==> src/logic/lea_pkg.sv <==
// Constants and types for the little-endian address swizzle block.
// Assumes a 32-bit effective address with bit 0 as the least significant.
package lea_pkg;
  localparam int LEA_ADDR_W = 32;
  localparam int LEA_DATA_W = 64;
  localparam int LEA_INSN_W = 32;
  localparam int LEA_CFG_W = 32;
  // Mode bit position inside the configuration register, big-endian numbering
  localparam int LEA_MODE_BIT_BE = 28;
  localparam int LEA_MODE_BIT = LEA_CFG_W - 1 - LEA_MODE_BIT_BE;
  localparam logic [LEA_CFG_W-1:0] LEA_CFG_RESET = 32'h0000_0000;
  // Access width codes
  localparam logic [1:0] LEA_W_DWORD = 2'h3;
  localparam logic [1:0] LEA_W_WORD = 2'h2;
  localparam logic [1:0] LEA_W_HALF = 2'h1;
  localparam logic [1:0] LEA_W_BYTE = 2'h0;
  // Low-address XOR masks per width
  localparam logic [2:0] LEA_XOR_DWORD = 3'h0;
  localparam logic [2:0] LEA_XOR_WORD = 3'h4;
  localparam logic [2:0] LEA_XOR_HALF = 3'h6;
  localparam logic [2:0] LEA_XOR_BYTE = 3'h7;
  // Operation kinds
  typedef enum logic [2:0] {
    LEA_OP_SCALAR = 3'h0,
    LEA_OP_MULTI = 3'h1,
    LEA_OP_STRING = 3'h2,
    LEA_OP_CACHE = 3'h3
  } lea_op_e;
  // Exception cause codes, higher priority first
  typedef enum logic [1:0] {
    LEA_EXC_NONE = 2'h0,
    LEA_EXC_ALIGN = 2'h1,
    LEA_EXC_DACC = 2'h2
  } lea_exc_e;
endpackage : lea_pkg

==> src/logic/lea_mem_if.sv <==
// Carrier between the access pipeline and the address swizzle leaf.
// Assumes one access per cycle, all signals synchronous to the core clock.
`timescale 1ns/1ps
`default_nettype none
interface lea_mem_if
  import lea_pkg::*;
();
  logic le_mode;
  logic [LEA_ADDR_W-1:0] ea;
  logic [1:0] width;
  lea_op_e op;
  logic [LEA_ADDR_W-1:0] phys;
  logic misaligned;
  modport core (output le_mode, output ea, output width, output op,
                input phys, input misaligned);
  modport swz (input le_mode, input ea, input width, input op,
               output phys, output misaligned);
endinterface : lea_mem_if
`default_nettype wire

==> src/logic/lea_addr_swz.sv <==
// Combinational low-address modification and misalignment detection.
// Assumes the caller registers the results.
`timescale 1ns/1ps
`default_nettype none
module lea_addr_swz
  import lea_pkg::*;
(
  lea_mem_if.swz m
);
  logic [2:0] xor_mask;
  logic cache_op;
  logic [2:0] align_mask;
  assign cache_op = (m.op == LEA_OP_CACHE);
  // Masks double as alignment masks: width-1 low bits must be zero
  assign xor_mask = (m.width == LEA_W_DWORD) ? LEA_XOR_DWORD :
                    (m.width == LEA_W_WORD) ? LEA_XOR_WORD :
                    (m.width == LEA_W_HALF) ? LEA_XOR_HALF :
                    LEA_XOR_BYTE;
  assign align_mask = ~xor_mask & LEA_XOR_BYTE;
  // Memory side stays big-endian; only the address moves
  assign m.phys = (m.le_mode && !cache_op) ?
    {m.ea[LEA_ADDR_W-1:3], m.ea[2:0] ^ xor_mask} : m.ea;
  assign m.misaligned = !cache_op && ((m.ea[2:0] & align_mask) != 3'h0);
endmodule : lea_addr_swz
`default_nettype wire

==> src/logic/lea_fetch_swap.sv <==
// Swaps the two instruction words of a fetched doubleword.
// Assumes the doubleword arrives big-endian, first word in the high half.
`timescale 1ns/1ps
`default_nettype none
module lea_fetch_swap
  import lea_pkg::*;
(
  input wire logic i_le_mode,
  input wire logic [LEA_DATA_W-1:0] i_dword,
  output logic [LEA_DATA_W-1:0] o_dword
);
  assign o_dword = i_le_mode ?
    {i_dword[LEA_INSN_W-1:0], i_dword[LEA_DATA_W-1:LEA_INSN_W]} :
    i_dword;
endmodule : lea_fetch_swap
`default_nettype wire

==> src/logic/lea_swizzle_top.sv <==
// Load/store and fetch address swizzle with little-endian mode control.
// Assumes synchronous inputs from the core pipeline on i_sys_clk.
`timescale 1ns/1ps
`default_nettype none
// Function
// In LE mode, multiple-word and string accesses always raise alignment.
// LE alignment faults rank with alignment, ahead of data access faults.
// In LE mode, swap instruction words inside each fetched doubleword.
// Exceptions report the unmodified effective address in any mode.
// Big-endian places the most significant byte at the lowest address.
// Little-endian view puts the least significant byte lowest.
// Reset leaves big-endian; LE entered only by a config write.
// Byte order lives in config register bit 28.
// No machine-state endian bits; config bit alone selects order.
// Software brackets the mode write with three barriers each side.
// Software should disable external and timer exceptions first.
// Mode-switch sequence may start anywhere, not across protection.
// A repeated mode-bit write must be harmless.
// Some surrounding barriers may be skipped during the switch.
// Software drains queues and disables translation before switching.
// LE mode XORs low address bits: 8B none, 4B 100, 2B 110, 1B 111.
// Modified address goes to memory with the specified width.
// Memory side stays big-endian in both modes.
// Outside agents see LE data at modified byte addresses.
// In LE mode any misaligned load or store raises alignment.
// In LE mode sequential fetch addresses are XORed with 100.
// Fault address register gets the unmodified effective address.
// An access with an LE alignment fault never reaches memory.
module lea_swizzle_top
  import lea_pkg::*;
(
  input wire logic i_sys_clk,
  input wire logic i_rst_n,
  // Config register write port (move-to-special-register), read-back and mode output
  input wire logic i_cfg_we,
  input wire logic [LEA_CFG_W-1:0] i_cfg_wdata,
  output logic [LEA_CFG_W-1:0] o_cfg_rdata,
  output logic o_le_mode,
  // Data access request from the load/store unit
  input wire logic i_acc_valid,
  input wire logic i_acc_write,
  input wire logic [1:0] i_acc_width,
  input wire lea_op_e i_acc_op,
  input wire logic [LEA_ADDR_W-1:0] i_acc_ea,
  input wire logic [LEA_DATA_W-1:0] i_acc_wdata,
  input wire logic i_acc_dacc_fault,
  // Toward data cache / memory
  output logic o_mem_valid,
  output logic o_mem_write,
  output logic [1:0] o_mem_width,
  output logic [LEA_ADDR_W-1:0] o_mem_addr,
  output logic [LEA_DATA_W-1:0] o_mem_wdata,
  // Exception report
  output logic o_exc_valid,
  output lea_exc_e o_exc_cause,
  output logic [LEA_ADDR_W-1:0] o_exc_ea,
  output logic [LEA_ADDR_W-1:0] o_fault_addr,
  // Instruction fetch
  input wire logic i_fetch_valid,
  input wire logic [LEA_ADDR_W-1:0] i_fetch_ea,
  output logic [LEA_ADDR_W-1:0] o_fetch_addr,
  input wire logic i_fetch_data_valid,
  input wire logic [LEA_DATA_W-1:0] i_fetch_data,
  output logic o_iq_valid,
  output logic [LEA_DATA_W-1:0] o_iq_data
);
  // Only the mode bit is implemented; other config bits read zero.
  // No machine-state endian bits exist anywhere in this block.
  logic [LEA_CFG_W-1:0] cfg;
  logic le_mode;
  logic next_le_mode;
  lea_mem_if m();
  logic le_nonscalar;
  logic le_misalign;
  logic align_exc;
  logic dacc_exc;
  logic exc_any;
  lea_exc_e next_cause;
  logic mem_go;
  logic [LEA_DATA_W-1:0] swapped;

  // A rewrite of the same value changes nothing, so a doubled write is safe
  assign next_le_mode = i_cfg_we ? i_cfg_wdata[LEA_MODE_BIT] : le_mode;

  always_ff @(posedge i_sys_clk) begin
    if (!i_rst_n) begin
      le_mode <= LEA_CFG_RESET[LEA_MODE_BIT];
    end else begin
      // Takes effect on the very next access, so skipped barriers are harmless
      le_mode <= next_le_mode;
    end
  end

  always_comb begin
    cfg = '0;
    cfg[LEA_MODE_BIT] = le_mode;
  end
  assign o_cfg_rdata = cfg;
  assign o_le_mode = le_mode;

  assign m.le_mode = le_mode;
  assign m.ea = i_acc_ea;
  assign m.width = i_acc_width;
  assign m.op = i_acc_op;

  lea_addr_swz u_swz (
    .m(m.swz)
  );

  // Non-scalar moves cannot follow the modified addresses at all
  assign le_nonscalar = le_mode &&
    (i_acc_op == LEA_OP_MULTI || i_acc_op == LEA_OP_STRING);
  // Big-endian mode handles misalignment elsewhere, so only LE flags it here
  assign le_misalign = le_mode && m.misaligned;
  assign align_exc = i_acc_valid && (le_nonscalar || le_misalign);
  assign dacc_exc = i_acc_valid && i_acc_dacc_fault;
  assign exc_any = align_exc || dacc_exc;
  assign next_cause = align_exc ? LEA_EXC_ALIGN :
                      dacc_exc ? LEA_EXC_DACC : LEA_EXC_NONE;
  // Faulting accesses are dropped before the cache sees them
  assign mem_go = i_acc_valid && !exc_any;

  always_ff @(posedge i_sys_clk) begin
    if (!i_rst_n) begin
      o_mem_valid <= 1'b0;
      o_mem_write <= 1'b0;
      o_mem_width <= LEA_W_BYTE;
      o_mem_addr <= '0;
      o_mem_wdata <= '0;
    end else begin
      o_mem_valid <= mem_go;
      o_mem_write <= i_acc_write;
      o_mem_width <= i_acc_width;
      o_mem_addr <= m.phys;
      o_mem_wdata <= i_acc_wdata;
    end
  end

  always_ff @(posedge i_sys_clk) begin
    if (!i_rst_n) begin
      o_exc_valid <= 1'b0;
      o_exc_cause <= LEA_EXC_NONE;
      o_exc_ea <= '0;
      o_fault_addr <= '0;
    end else begin
      o_exc_valid <= exc_any;
      o_exc_cause <= next_cause;
      if (exc_any) begin
        o_exc_ea <= i_acc_ea;
      end
      if (dacc_exc && !align_exc) begin
        o_fault_addr <= i_acc_ea;
      end
    end
  end

  // Fetch address: word-length rule
  always_ff @(posedge i_sys_clk) begin
    if (!i_rst_n) begin
      o_fetch_addr <= '0;
    end else if (i_fetch_valid) begin
      o_fetch_addr <= le_mode ?
        {i_fetch_ea[LEA_ADDR_W-1:3], i_fetch_ea[2:0] ^ LEA_XOR_WORD} :
        i_fetch_ea;
    end
  end

  lea_fetch_swap u_fswap (
    .i_le_mode(le_mode),
    .i_dword(i_fetch_data),
    .o_dword(swapped)
  );

  always_ff @(posedge i_sys_clk) begin
    if (!i_rst_n) begin
      o_iq_valid <= 1'b0;
      o_iq_data <= '0;
    end else begin
      o_iq_valid <= i_fetch_data_valid;
      o_iq_data <= swapped;
    end
  end
endmodule : lea_swizzle_top
`default_nettype wire

==> config.mk <==
export PLATFORM = sky130hd
export DESIGN_NAME = lea_swizzle_top
export DESIGN_NICKNAME = d
export VERILOG_FILES = /design/src/logic/lea_pkg.sv /design/src/logic/lea_mem_if.sv /design/src/logic/lea_addr_swz.sv /design/src/logic/lea_fetch_swap.sv /design/src/logic/lea_swizzle_top.sv
export SDC_FILE = /design/constraint.sdc
export NUM_CORES = 1
export LEC_CHECK = 0
export ABC_AREA = 1
export BUFFER_PORTS_ARGS = -buffer_cell sky130_fd_sc_hd__buf_2
export CAP_MARGIN = 20
export CORE_AREA = 2 2 208 210
export CTS_CLUSTER_DIAMETER = 40
export DETAILED_ROUTE_END_ITERATION = 10
export DIE_AREA = 0 0 210 212
export GPL_ROUTABILITY_DRIVEN = 0
export SLEW_MARGIN = 20
export SYNTH_ARGS = -nofsm -noshare
export SYNTH_HDL_FRONTEND = slang
export SYNTH_SLANG_ARGS = --single-unit
export TNS_END_PERCENT = 20
==> constraint.sdc <==
create_clock -name i_sys_clk -period 1.61 [get_ports i_sys_clk]
set_clock_uncertainty 0.05 [all_clocks]
set_input_delay 0.2415 -clock i_sys_clk [delete_from_list [all_inputs] [get_ports i_sys_clk]]
set_output_delay 0.2415 -clock i_sys_clk [all_outputs]
set_load 0.02 [all_outputs]
After elaboration in Yosys (flattened, before gate mapping)
Cells that the tools add are included.

storage, ports and cells
  word-level logic and storage cells = 49
  flip-flop bits (word level) = 265
  bits of input ports = 237
  output and inout port bits = 297

operators by class
  bitwise gates (word level) = 5
  reduce and logical (&&, ||, !) cells = 16
  equal/unequal tests = 6
  mux-type cells = 8

operators by type and width
  operator                                       count
  two-way mux 64 bit                             1
  two-way mux 3 bit                              4
  logical AND 1 bit                              8
  == test 3 x 2 -> 1 bit, second input constant  2
  == test 2 bit, second input constant           2
  bitwise AND 3 bit                              1
  == test 3 x 1 -> 1 bit, second input constant  1
  logical NOT 1 bit                              3
  logical OR 1 bit                               3
  NOT 3 bit                                      1
  nonzero test 3 bit                             1
  XOR 3 bit                                      1
  == test 2 x 1 -> 1 bit, second input constant  1
  two-way mux 1 bit                              2
  two-way mux 2 bit                              1
  NOT 1 bit                                      2
  OR reduction 2 bit                             1

Longest topological paths before layout
Gate-level depths: netlist of run 1.

  depth after elaboration = 14
  mapped depth = 13
  gate-level depth less buffers = 11

Modules after synthesis
Synthesis of run 1 repeated with hierarchy kept, for this count alone.

second synthesis, totals
  cell total of the unflattened synthesis = 1393
  area, all modules = 10425.0 um^2

by module, submodules not included
  module           area an instance (um^2)  cells an instance  sequential area each (um^2)  instances
  lea_swizzle_top  9223.8                   1132               5305.1                       1
  lea_fetch_swap   844.6                    206                0.0                          1
  lea_addr_swz     356.6                    55                 0.0                          1

Worst setup path before layout of run 1
Ideal clock, no wire load.

  path kind = input port to flip-flop
  start = input i_acc_width[0]
  end = register o_exc_ea[12]
  buffers on the path = 2
  library setup time = 0.064 ns
  required time = 1.496 ns
  path slack = 0.018 ns
  stages on the path = 11
  arrival time = 1.478 ns
  cell sequence = or2_2 ha_1 nor2_1 nand2_1 nand2_1 nand2_1 nand2_1 buf_6 buf_2 a21oi_1 nor2_1

on the way
  cells in the longest elaborated chain, start to end = 12
  elaborated cells on any way between the ends = 14
  classes of those cells = eq/ne (3); mux (3); bitwise (2); reduce/logical (6)

RTL lines
  what                    RTL line                source
  from (decl)             lea_swizzle_top.sv:42   input wire logic [1:0] i_acc_width,
  == test 2 x 1 -> 1 bit  lea_addr_swz.sv:17      (m.width == LEA_W_HALF) ? LEA_XOR_HALF :
  two-way mux 1 bit       lea_addr_swz.sv:17
  two-way mux 3 bit       lea_addr_swz.sv:16      (m.width == LEA_W_WORD) ? LEA_XOR_WORD :
  two-way mux 3 bit *     lea_addr_swz.sv:15      assign xor_mask = (m.width == LEA_W_DWORD) ? LEA_XOR_DWORD :
  NOT 3 bit *             lea_addr_swz.sv:19      assign align_mask = ~xor_mask & LEA_XOR_BYTE;
  bitwise AND 3 bit *     lea_addr_swz.sv:23      assign m.misaligned = !cache_op && ((m.ea[2:0] & align_mask) != 3'h0);
  nonzero test 3 bit *    lea_addr_swz.sv:23
  logical AND 1 bit *     lea_addr_swz.sv:23
  logical AND 1 bit *     lea_swizzle_top.sv:114  assign le_misalign = le_mode && m.misaligned;
  logical OR 1 bit *      lea_swizzle_top.sv:115  assign align_exc = i_acc_valid && (le_nonscalar || le_misalign);
  logical AND 1 bit *     lea_swizzle_top.sv:115
  logical OR 1 bit *      lea_swizzle_top.sv:117  assign exc_any = align_exc || dacc_exc;
  to (signal assigned)    lea_swizzle_top.sv:149  o_exc_ea <= i_acc_ea;
  to (decl)               lea_swizzle_top.sv:56   output logic [LEA_ADDR_W-1:0] o_exc_ea,

Every way passes the cells marked *; elsewhere a longest branch is shown, timed or not.
A chain may end at the register's enable or synchronous reset.

Final worst setup path of run 1
  start = register le_mode (netlist: o_le_mode)
  end = output o_le_mode

RTL lines
  what                    RTL line               source
  from (decl)             lea_swizzle_top.sv:70  logic le_mode;
  from (signal assigned)  lea_swizzle_top.sv:87  le_mode <= LEA_CFG_RESET[LEA_MODE_BIT];
  from (signal assigned)  lea_swizzle_top.sv:90  le_mode <= next_le_mode;
  to (decl)               lea_swizzle_top.sv:38  output logic o_le_mode,

No word-level cell between the ends.

==> out/metrics.cfg, run 1 <==
[detailed_routing]
drt_pass1_iterations = 5
via_per_inst = 4.049
via_count = 10070
wirelength_um = 33760
initialDrtViolationCount = 643
drtAntennaViolNets = 0
post_drt_wl_per_cell_um = 13.58
drc = 0

[floorplanning]
fp.coreArea_mm2 = 0.04251
placementRows = 76
die_width_um = 210
fp.dieH_um = 212
dieArea_mm2 = 0.04452
ioPinCount = 534
start_util = 0.2186

[setup_path]
crit_required_ns = 1.32
cp_data_arrival_time_ns = 1.27
reg2reg_from = o_le_mode
crit_fanout = 18
critPathMaxStageDelay_ns = 0.37
startpoint = o_le_mode
crit_chain = buf_6, buf_2
worstSetupPathType = reg -> out
rr_worst_depth = 5
cp-end-kind = output pin
startpoint_type = flop
crit_slowest_cell = dfxtp_2

[final_layout]
fin_area_mm2 = 0.01592
final_util = 0.3745
area_growth_pct = 71.29
fillCellCount = 4174
finalNetCount = 2146
diodes = 0
drive_gt1_frac = 0.3052

[timing]
fmax_ghz = 0.6417
fin_tns_setup_ns = 0
setup_viol = 0
finalMaxSlewViolations = 0
rsz0062_at_grt = yes
fin_hold_ws_ns = 0.05146
finalCritPeriodShare = 0.9679
fin_crit_ns = 1.558
finalHoldViolCount = 0

[clock_network]
htreeDepth = 2
cts_buffers = 42
clkLatencyLatePin_ns = 0.53
cts_root_buf = clkbuf_16
cts_tree = built
cts_buffer_depth = 3
cts.sinks = 265
clkSlewWorstSetupHoldPaths_ns = 0.05

[yosys]
synth_compound_area_frac = 0.07325
ys_ff_latch = 265
synthesis.area_mm2 = 0.009293
yosysUniqueCellTypes = 19
syn_area_per_cell_um2 = 7.661
synth-simple-area-share = 0.2218
yosys.area_share.adder = 0.004039
synth_xor_area_frac = 0.0009425
synth_top_area_cell = dfxtp_1
yosysSeqAreaShare = 0.5709
synth_top_family_by_area = simple AND/OR/NAND/NOR gates
synth_area_leaders = dfxtp_1 57%, nor2_1 12%, nand2_1 8.2%, inv_1 6.8%, o21ai_0 5.4%
netlist_instances = 1213
synth_top_area_frac = 0.5709
synth_warnings = 0
synth_mux_area_frac = 0

[min_path]
min_path_cells = 3
min_from = i_rst_n
hp-class = in -> reg

[pwr]
p_leak_uw = 0.008775
peakVddDrop_v = 0.0007209
pwr_density_cell_mw_per_mm2 = 1206

[global_route]
grt_pass1_vias = 9950
grt_remaining_overflow = 0
grt_max_degree = 75
grt_usage = 0.1403
antenna_found_initial = 2
grt_pass1_wl_um = 50130

[run_status]
outcome = finished clean

[placed_design]
hpwlAfterDp_um = 21640
port_buffers = 471
place_area_mm2 = 0.01225

[job]
maxCapViolCount = 0

[cell usage after synthesis]
master,number
a21oi_1,36
buf_6,4
nand3_1,33
dfxtp_1,265
or2_2,1
buf_1,4
nand2_1,204
o21ai_0,100
ha_1,3
clkbuf_1,51
nor2_1,296
inv_1,168
conb_1,1
nand4_1,1
xor2_1,1
nand2_2,1
buf_4,38
buf_2,5
inv_2,1
[kinds of logic after synthesis]
group,after synthesis
buf+inv,271
flops,265
simple gates,536
xor+xnor,1
fa+ha+maj,3
compound gates,136
other cells,1
[per-stage QoR]
step	instances	total power (uW)	setup slack, ns
3_5_place_dp	2192	9719	-0.2271
2_1_floorplan	1243	8727	0.01791
3_3_place_gp	2192	9675	-0.2161
5_1_grt	2486	19990	-0.03226
4_1_cts	2484	19360	0.006734
6_report	2486	19200	0.05160
[final cells by class]
type                       count  area [um2]  share of cell area
sequential                   265        5306              0.3334
multi-input combinational    707        2932              0.1842
tap                          546       683.2             0.04292
clock buffer                  52        1139             0.07153
timing repair buffer         721        4923              0.3093
inverter                     169       634.4             0.03985
clock inverter                26       300.3             0.01886
[power by group]
| group | internal [uW] | switching, uW | total, uW |
|---|---|---|---|
| sequential | 7020 | 161 | 7180 |
| combinational | 1190 | 1720 | 2910 |
| clock | 5750 | 3370 | 9120 |
| total | 14000 | 5250 | 19200 |
[worst paths after layout]
kind | to | slack, ns
hold reg to reg | o_fetch_addr[8] | 0.44
hold / removal | o_iq_data[27] | 0.05
setup reg to reg | o_iq_data[8] | 0.09
setup / recovery | o_le_mode | 0.05
[metal layers]
metal	global-route usage	vias up	routed length (um)
met3	0.04535	106	2478
met4	0.07337	4	1556
met2	0.2417	432	16480
li1	-	4962	-
met5	0	-	27
met1	0.1548	4561	13220
[what timing repair did]
| item | in CTS | in global routing |
|---|---|---|
| hold endpoints to repair | 260 | 0 |
| hold buffers | 214 | 0 |
| buffers inserted | 0 | 1 |
| cloned | 0 | 3 |
| pin swaps | 0 | 5 |
| gates resized for setup | 1 | 14 |
| endpoints found under the setup margin | 2 | 68 |
[state kept, by name, indices dropped and copies added, names as in the netlist]
register and count:
o_le_mode 1, o_exc_ea 32, o_exc_cause 2, o_mem_valid 1, o_fault_addr 32, o_mem_wdata 64
o_exc_valid 1, o_fetch_addr 32, o_iq_valid 1, o_mem_write 1, o_mem_width 2, o_mem_addr 32
o_iq_data 64
[layout by cell type, fill, tap and decap left out]
cell,n
a21oi_1,36
buf_12,8
buf_2,468
buf_4,24
buf_6,5
buf_8,1
bufinv_16,4
clkbuf_1,5
clkbuf_16,43
clkbuf_8,5
clkinv_2,4
clkinv_4,5
clkinv_8,1
clkinvlp_4,6
conb_1,31
dfxtp_1,264
dfxtp_2,1
dlygate4sd3_1,213
dlymetal6s4s_1,1
ha_1,3
inv_1,168
inv_2,1
inv_6,5
inv_8,1
nand2_1,201
nand2_2,3
nand2_4,1
nand3_1,32
nand3_2,1
nand4_1,1
nor2_1,292
nor2_2,4
o21ai_0,100
or2_2,1
xor2_1,1
[worst max-delay path: cells and delay by family, from the launching register on]
kind	cells	cell delay, ns
buf+inv	2	0.36
flops	1	0.37
Power figures use the tool's default switching activity.
==> run 2: changes to the inputs <==
--- a/config.mk
+++ b/config.mk
@@ -7,12 +7,13 @@
 export LEC_CHECK = 0
 export ABC_AREA = 1
 export BUFFER_PORTS_ARGS = -buffer_cell sky130_fd_sc_hd__buf_2
-export CAP_MARGIN = 20
-export CORE_AREA = 2 2 208 210
+export CORE_AREA = 2 2 206 208
+export CTS_BUF_LIST = sky130_fd_sc_hd__clkbuf_8
 export CTS_CLUSTER_DIAMETER = 40
 export DETAILED_ROUTE_END_ITERATION = 10
-export DIE_AREA = 0 0 210 212
+export DIE_AREA = 0 0 208 210
 export GPL_ROUTABILITY_DRIVEN = 0
+export GPL_TIMING_DRIVEN = 0
 export SLEW_MARGIN = 20
 export SYNTH_ARGS = -nofsm -noshare
 export SYNTH_HDL_FRONTEND = slang
==> run 2 against run 1 <==
Effect of this change:
- clock-buffer cell count increased by 11
- die area decreased by 1.9%
- sequential share of layout area increased by 0.44 points
- sequential power about the same
- wire length increased by 11%
- fmax decreased by 2.5%
- first-iteration DRC count decreased by 17%
- via count increased by 2.9%
- critical path type is now in -> reg
- largest power group is now sequential cells
- highest routed layer unchanged
==> out/metrics.cfg, run 2 (same netlist as run 1, synthesis figures left out) <==
[run_status]
outcome = finished clean  ; unchanged

[final_layout]
layout_commonest_cell = buf_2  ; unchanged
area_growth_pct = 69.13  ; was 71.29%
drive_gt1_frac = 0.3095  ; was 0.3052
reg.largest.list = o_iq_data: 64 flops, o_mem_wdata: 64 flops  ; unchanged
fin_cells = 2550  ; was 2486
mostFrequentLayoutCells = 471 x buf_2, 291 x nor2_1, 264 x dfxtp_1, 203 x dlygate4sd3_1, 201 x nand2_1  ; was 468 x buf_2, 292 x nor2_1, 264 x dfxtp_1, 213 x dlygate4sd3_1, 201 x nand2_1
finalNetCount = 2210  ; was 2146

[timing]
finalMaxSlewViolations = 0  ; unchanged
finalCritPeriodShare = 0.9931  ; was 0.9679
slew_headroom = 0.2647
rsz0062_at_grt = yes  ; unchanged
worst_slew_pin_slew_ns = 1.103
fin_crit_ns = 1.599  ; was 1.558 ns
setup_viol = 0  ; unchanged
fin_tns_setup_ns = 0  ; unchanged
finalHoldViolCount = 0  ; unchanged
fmax_ghz = 0.6254  ; was 0.6417 GHz

[job]
maxCapViolCount = 0  ; unchanged

[setup_path]
crit_required_ns = 2.02  ; was 1.32 ns
critPathMaxStageDelay_ns = 0.55  ; was 0.37 ns
path_delay_family = buffers and inverters  ; was flip-flops
crit_fanout = 10  ; was 18
worst-r2r-setup-slack_ns = 0.07  ; was 0.09 ns
worstSetupPathType = in -> reg  ; was reg -> out
reg2reg_from = o_le_mode  ; unchanged
crit_top_cell = nand2_1
crit_slowest_cell = dlygate4sd3_1  ; was dfxtp_2
startpoint = i_acc_valid  ; was o_le_mode
startpoint_type = input pin  ; was flop
crit_cells = 7  ; was 2
crit_chain = dlygate4sd3_1, buf_2, nand2_1, clkbuf_1, nand3_1, nand2_1, nor2_1  ; was buf_6, buf_2
critPathCapture = o_exc_ea[5]  ; was o_le_mode
reg2reg_to = o_iq_data[46]  ; was o_iq_data[8]
rr_worst_depth = 4  ; was 5
worst-path-buf-inv = 3  ; was 2
cp-end-kind = flop  ; was output pin
cp_data_arrival_time_ns = 2.01  ; was 1.27 ns

[placed_design]
place_inst = 2252  ; was 2192
hpwlAfterDp_um = 26460  ; was 21640 um
port_buffers = 470  ; was 471

[clock_network]
cts_buffers = 48  ; was 42
cts_buffer_depth = 3  ; unchanged
htreeDepth = 2  ; unchanged
clkSlewWorstSetupHoldPaths_ns = 0.06  ; was 0.05 ns
clkLatencyLatePin_ns = 0.57  ; was 0.53 ns
cts.sinks = 265  ; unchanged
cts_root_buf = clkbuf_8  ; was clkbuf_16
cts_tree = built  ; unchanged

[floorplanning]
die_width_um = 208  ; was 210 um
ioPinCount = 534  ; unchanged
fp.coreArea_mm2 = 0.04148  ; was 0.04251 mm2
placementRows = 75  ; was 76
fp.dieH_um = 210  ; was 212 um
start_util = 0.2240  ; was 0.2186
dieArea_mm2 = 0.04368  ; was 0.04452 mm2

[global_route]
grt_pass1_vias = 10390  ; was 9950
antenna_found_initial = 2  ; unchanged
grt_pass1_wl_um = 56350  ; was 50130 um
grt_remaining_overflow = 0  ; unchanged
grt_max_degree = 13  ; was 75
grt_usage = 0.1641  ; was 0.1403

[detailed_routing]
drc = 0  ; unchanged
drtAntennaViolNets = 0  ; unchanged
wirelength_um = 37550  ; was 33760 um
drt_pass1_iterations = 5  ; unchanged
via_per_inst = 4.062  ; was 4.049
initialDrtViolationCount = 531  ; was 643
post_drt_wl_per_cell_um = 14.72  ; was 13.58 um
via_count = 10360  ; was 10070

[pwr]
p_leak_uw = 0.008772  ; was 0.008775 uW
pwr_density_cell_mw_per_mm2 = 1097  ; was 1206 mW/mm2
peakVddDrop_v = 0.0006187  ; was 0.0007209 V

[min_path]
hp-class = in -> reg  ; unchanged

run 2: per-layer routing:
metal,wire length [um],global-route usage,up-vias,part of all wire
met2,18390,0.2843,471,0.49
li1,-,-,5086,-
met3,2612,0.04842,118,0.070
met4,1743,0.08242,2,0.046
met1,14780,0.1833,4681,0.39
met5,13,0,-,0.00035
run 2: timing repair:
item | in CTS | in global routing
gates cloned | 0 | 2
pin swaps | 0 | 8
gates resized for setup | 10 | 33
endpoints found under the hold margin | 263 | 0
endpoints found under the setup margin | 112 | 99
buffers inserted | 0 | 2
hold buffers | 205 | 0
run 2: stage by stage:
step / cell area [um2] / worst slack [ns] / hold slack [ns] / util / total power (uW)
floorplan: 9405 / 0.01791 / 0.2850 / - / 8727
global placement: 12430 / -0.6083 / 0.3737 / 0.2997 / 9788
detailed placement: 12430 / -0.5630 / 0.3760 / 0.2997 / 9822
CTS: 15600 / 0.01144 / 0.01127 / 0.3761 / 17360
global route: 15710 / -0.05803 / 0.05018 / 0.3789 / 18010
finish: 15720 / 0.01114 / 0.04953 / 0.3789 / 17240
run 2: report_power, final:
part / switching, uW / leakage (uW) / internal (uW)
clock network: 2910 / 0.000606 / 4170
logic: 1780 / 0.00596 / 1200
registers: 175 / 0.00220 / 7010
total: 4860 / 0.00877 / 12400
run 2: layout make-up:
| type | count | area, um2 |
|---|---|---|
| inverter | 169 | 634.4 |
| fill | 4163 | 25760 |
| buffer | 102 | 624.3 |
| tap | 539 | 674.4 |
| clock inverter | 27 | 231.5 |
| antenna | 1 | 2.502 |
| multi-input combinational | 707 | 2934 |
| timing repair buffer | 677 | 4439 |
| clock buffer | 63 | 867.1 |
| sequential | 265 | 5309 |
run 2: worst min path at each step:
stage	from	slack [ns]	endpoint	cells after the start
after global placement	i_acc_wdata[1]	0.37	o_mem_wdata[1]	3
after detailed placement	i_acc_wdata[12]	0.38	o_mem_wdata[12]	3
after global routing	i_acc_width[1]	0.05	o_mem_addr[2]	5
after CTS	i_acc_op[0]	0.01	o_mem_addr[0]	5
final	i_acc_width[1]	0.05	o_mem_addr[2]	5
after floorplan	i_acc_ea[10]	0.28	o_mem_addr[10]	2
run 2: worst min-delay path, delay by kind of cell:
family | cells | cell delay (ns)
AND/OR/NAND/NOR | 1 | 0.05
adder cells (fa/ha/maj) | 1 | 0.11
AO/OA/AOI/OAI | 1 | 0.05
buffers and inverters | 2 | 0.16
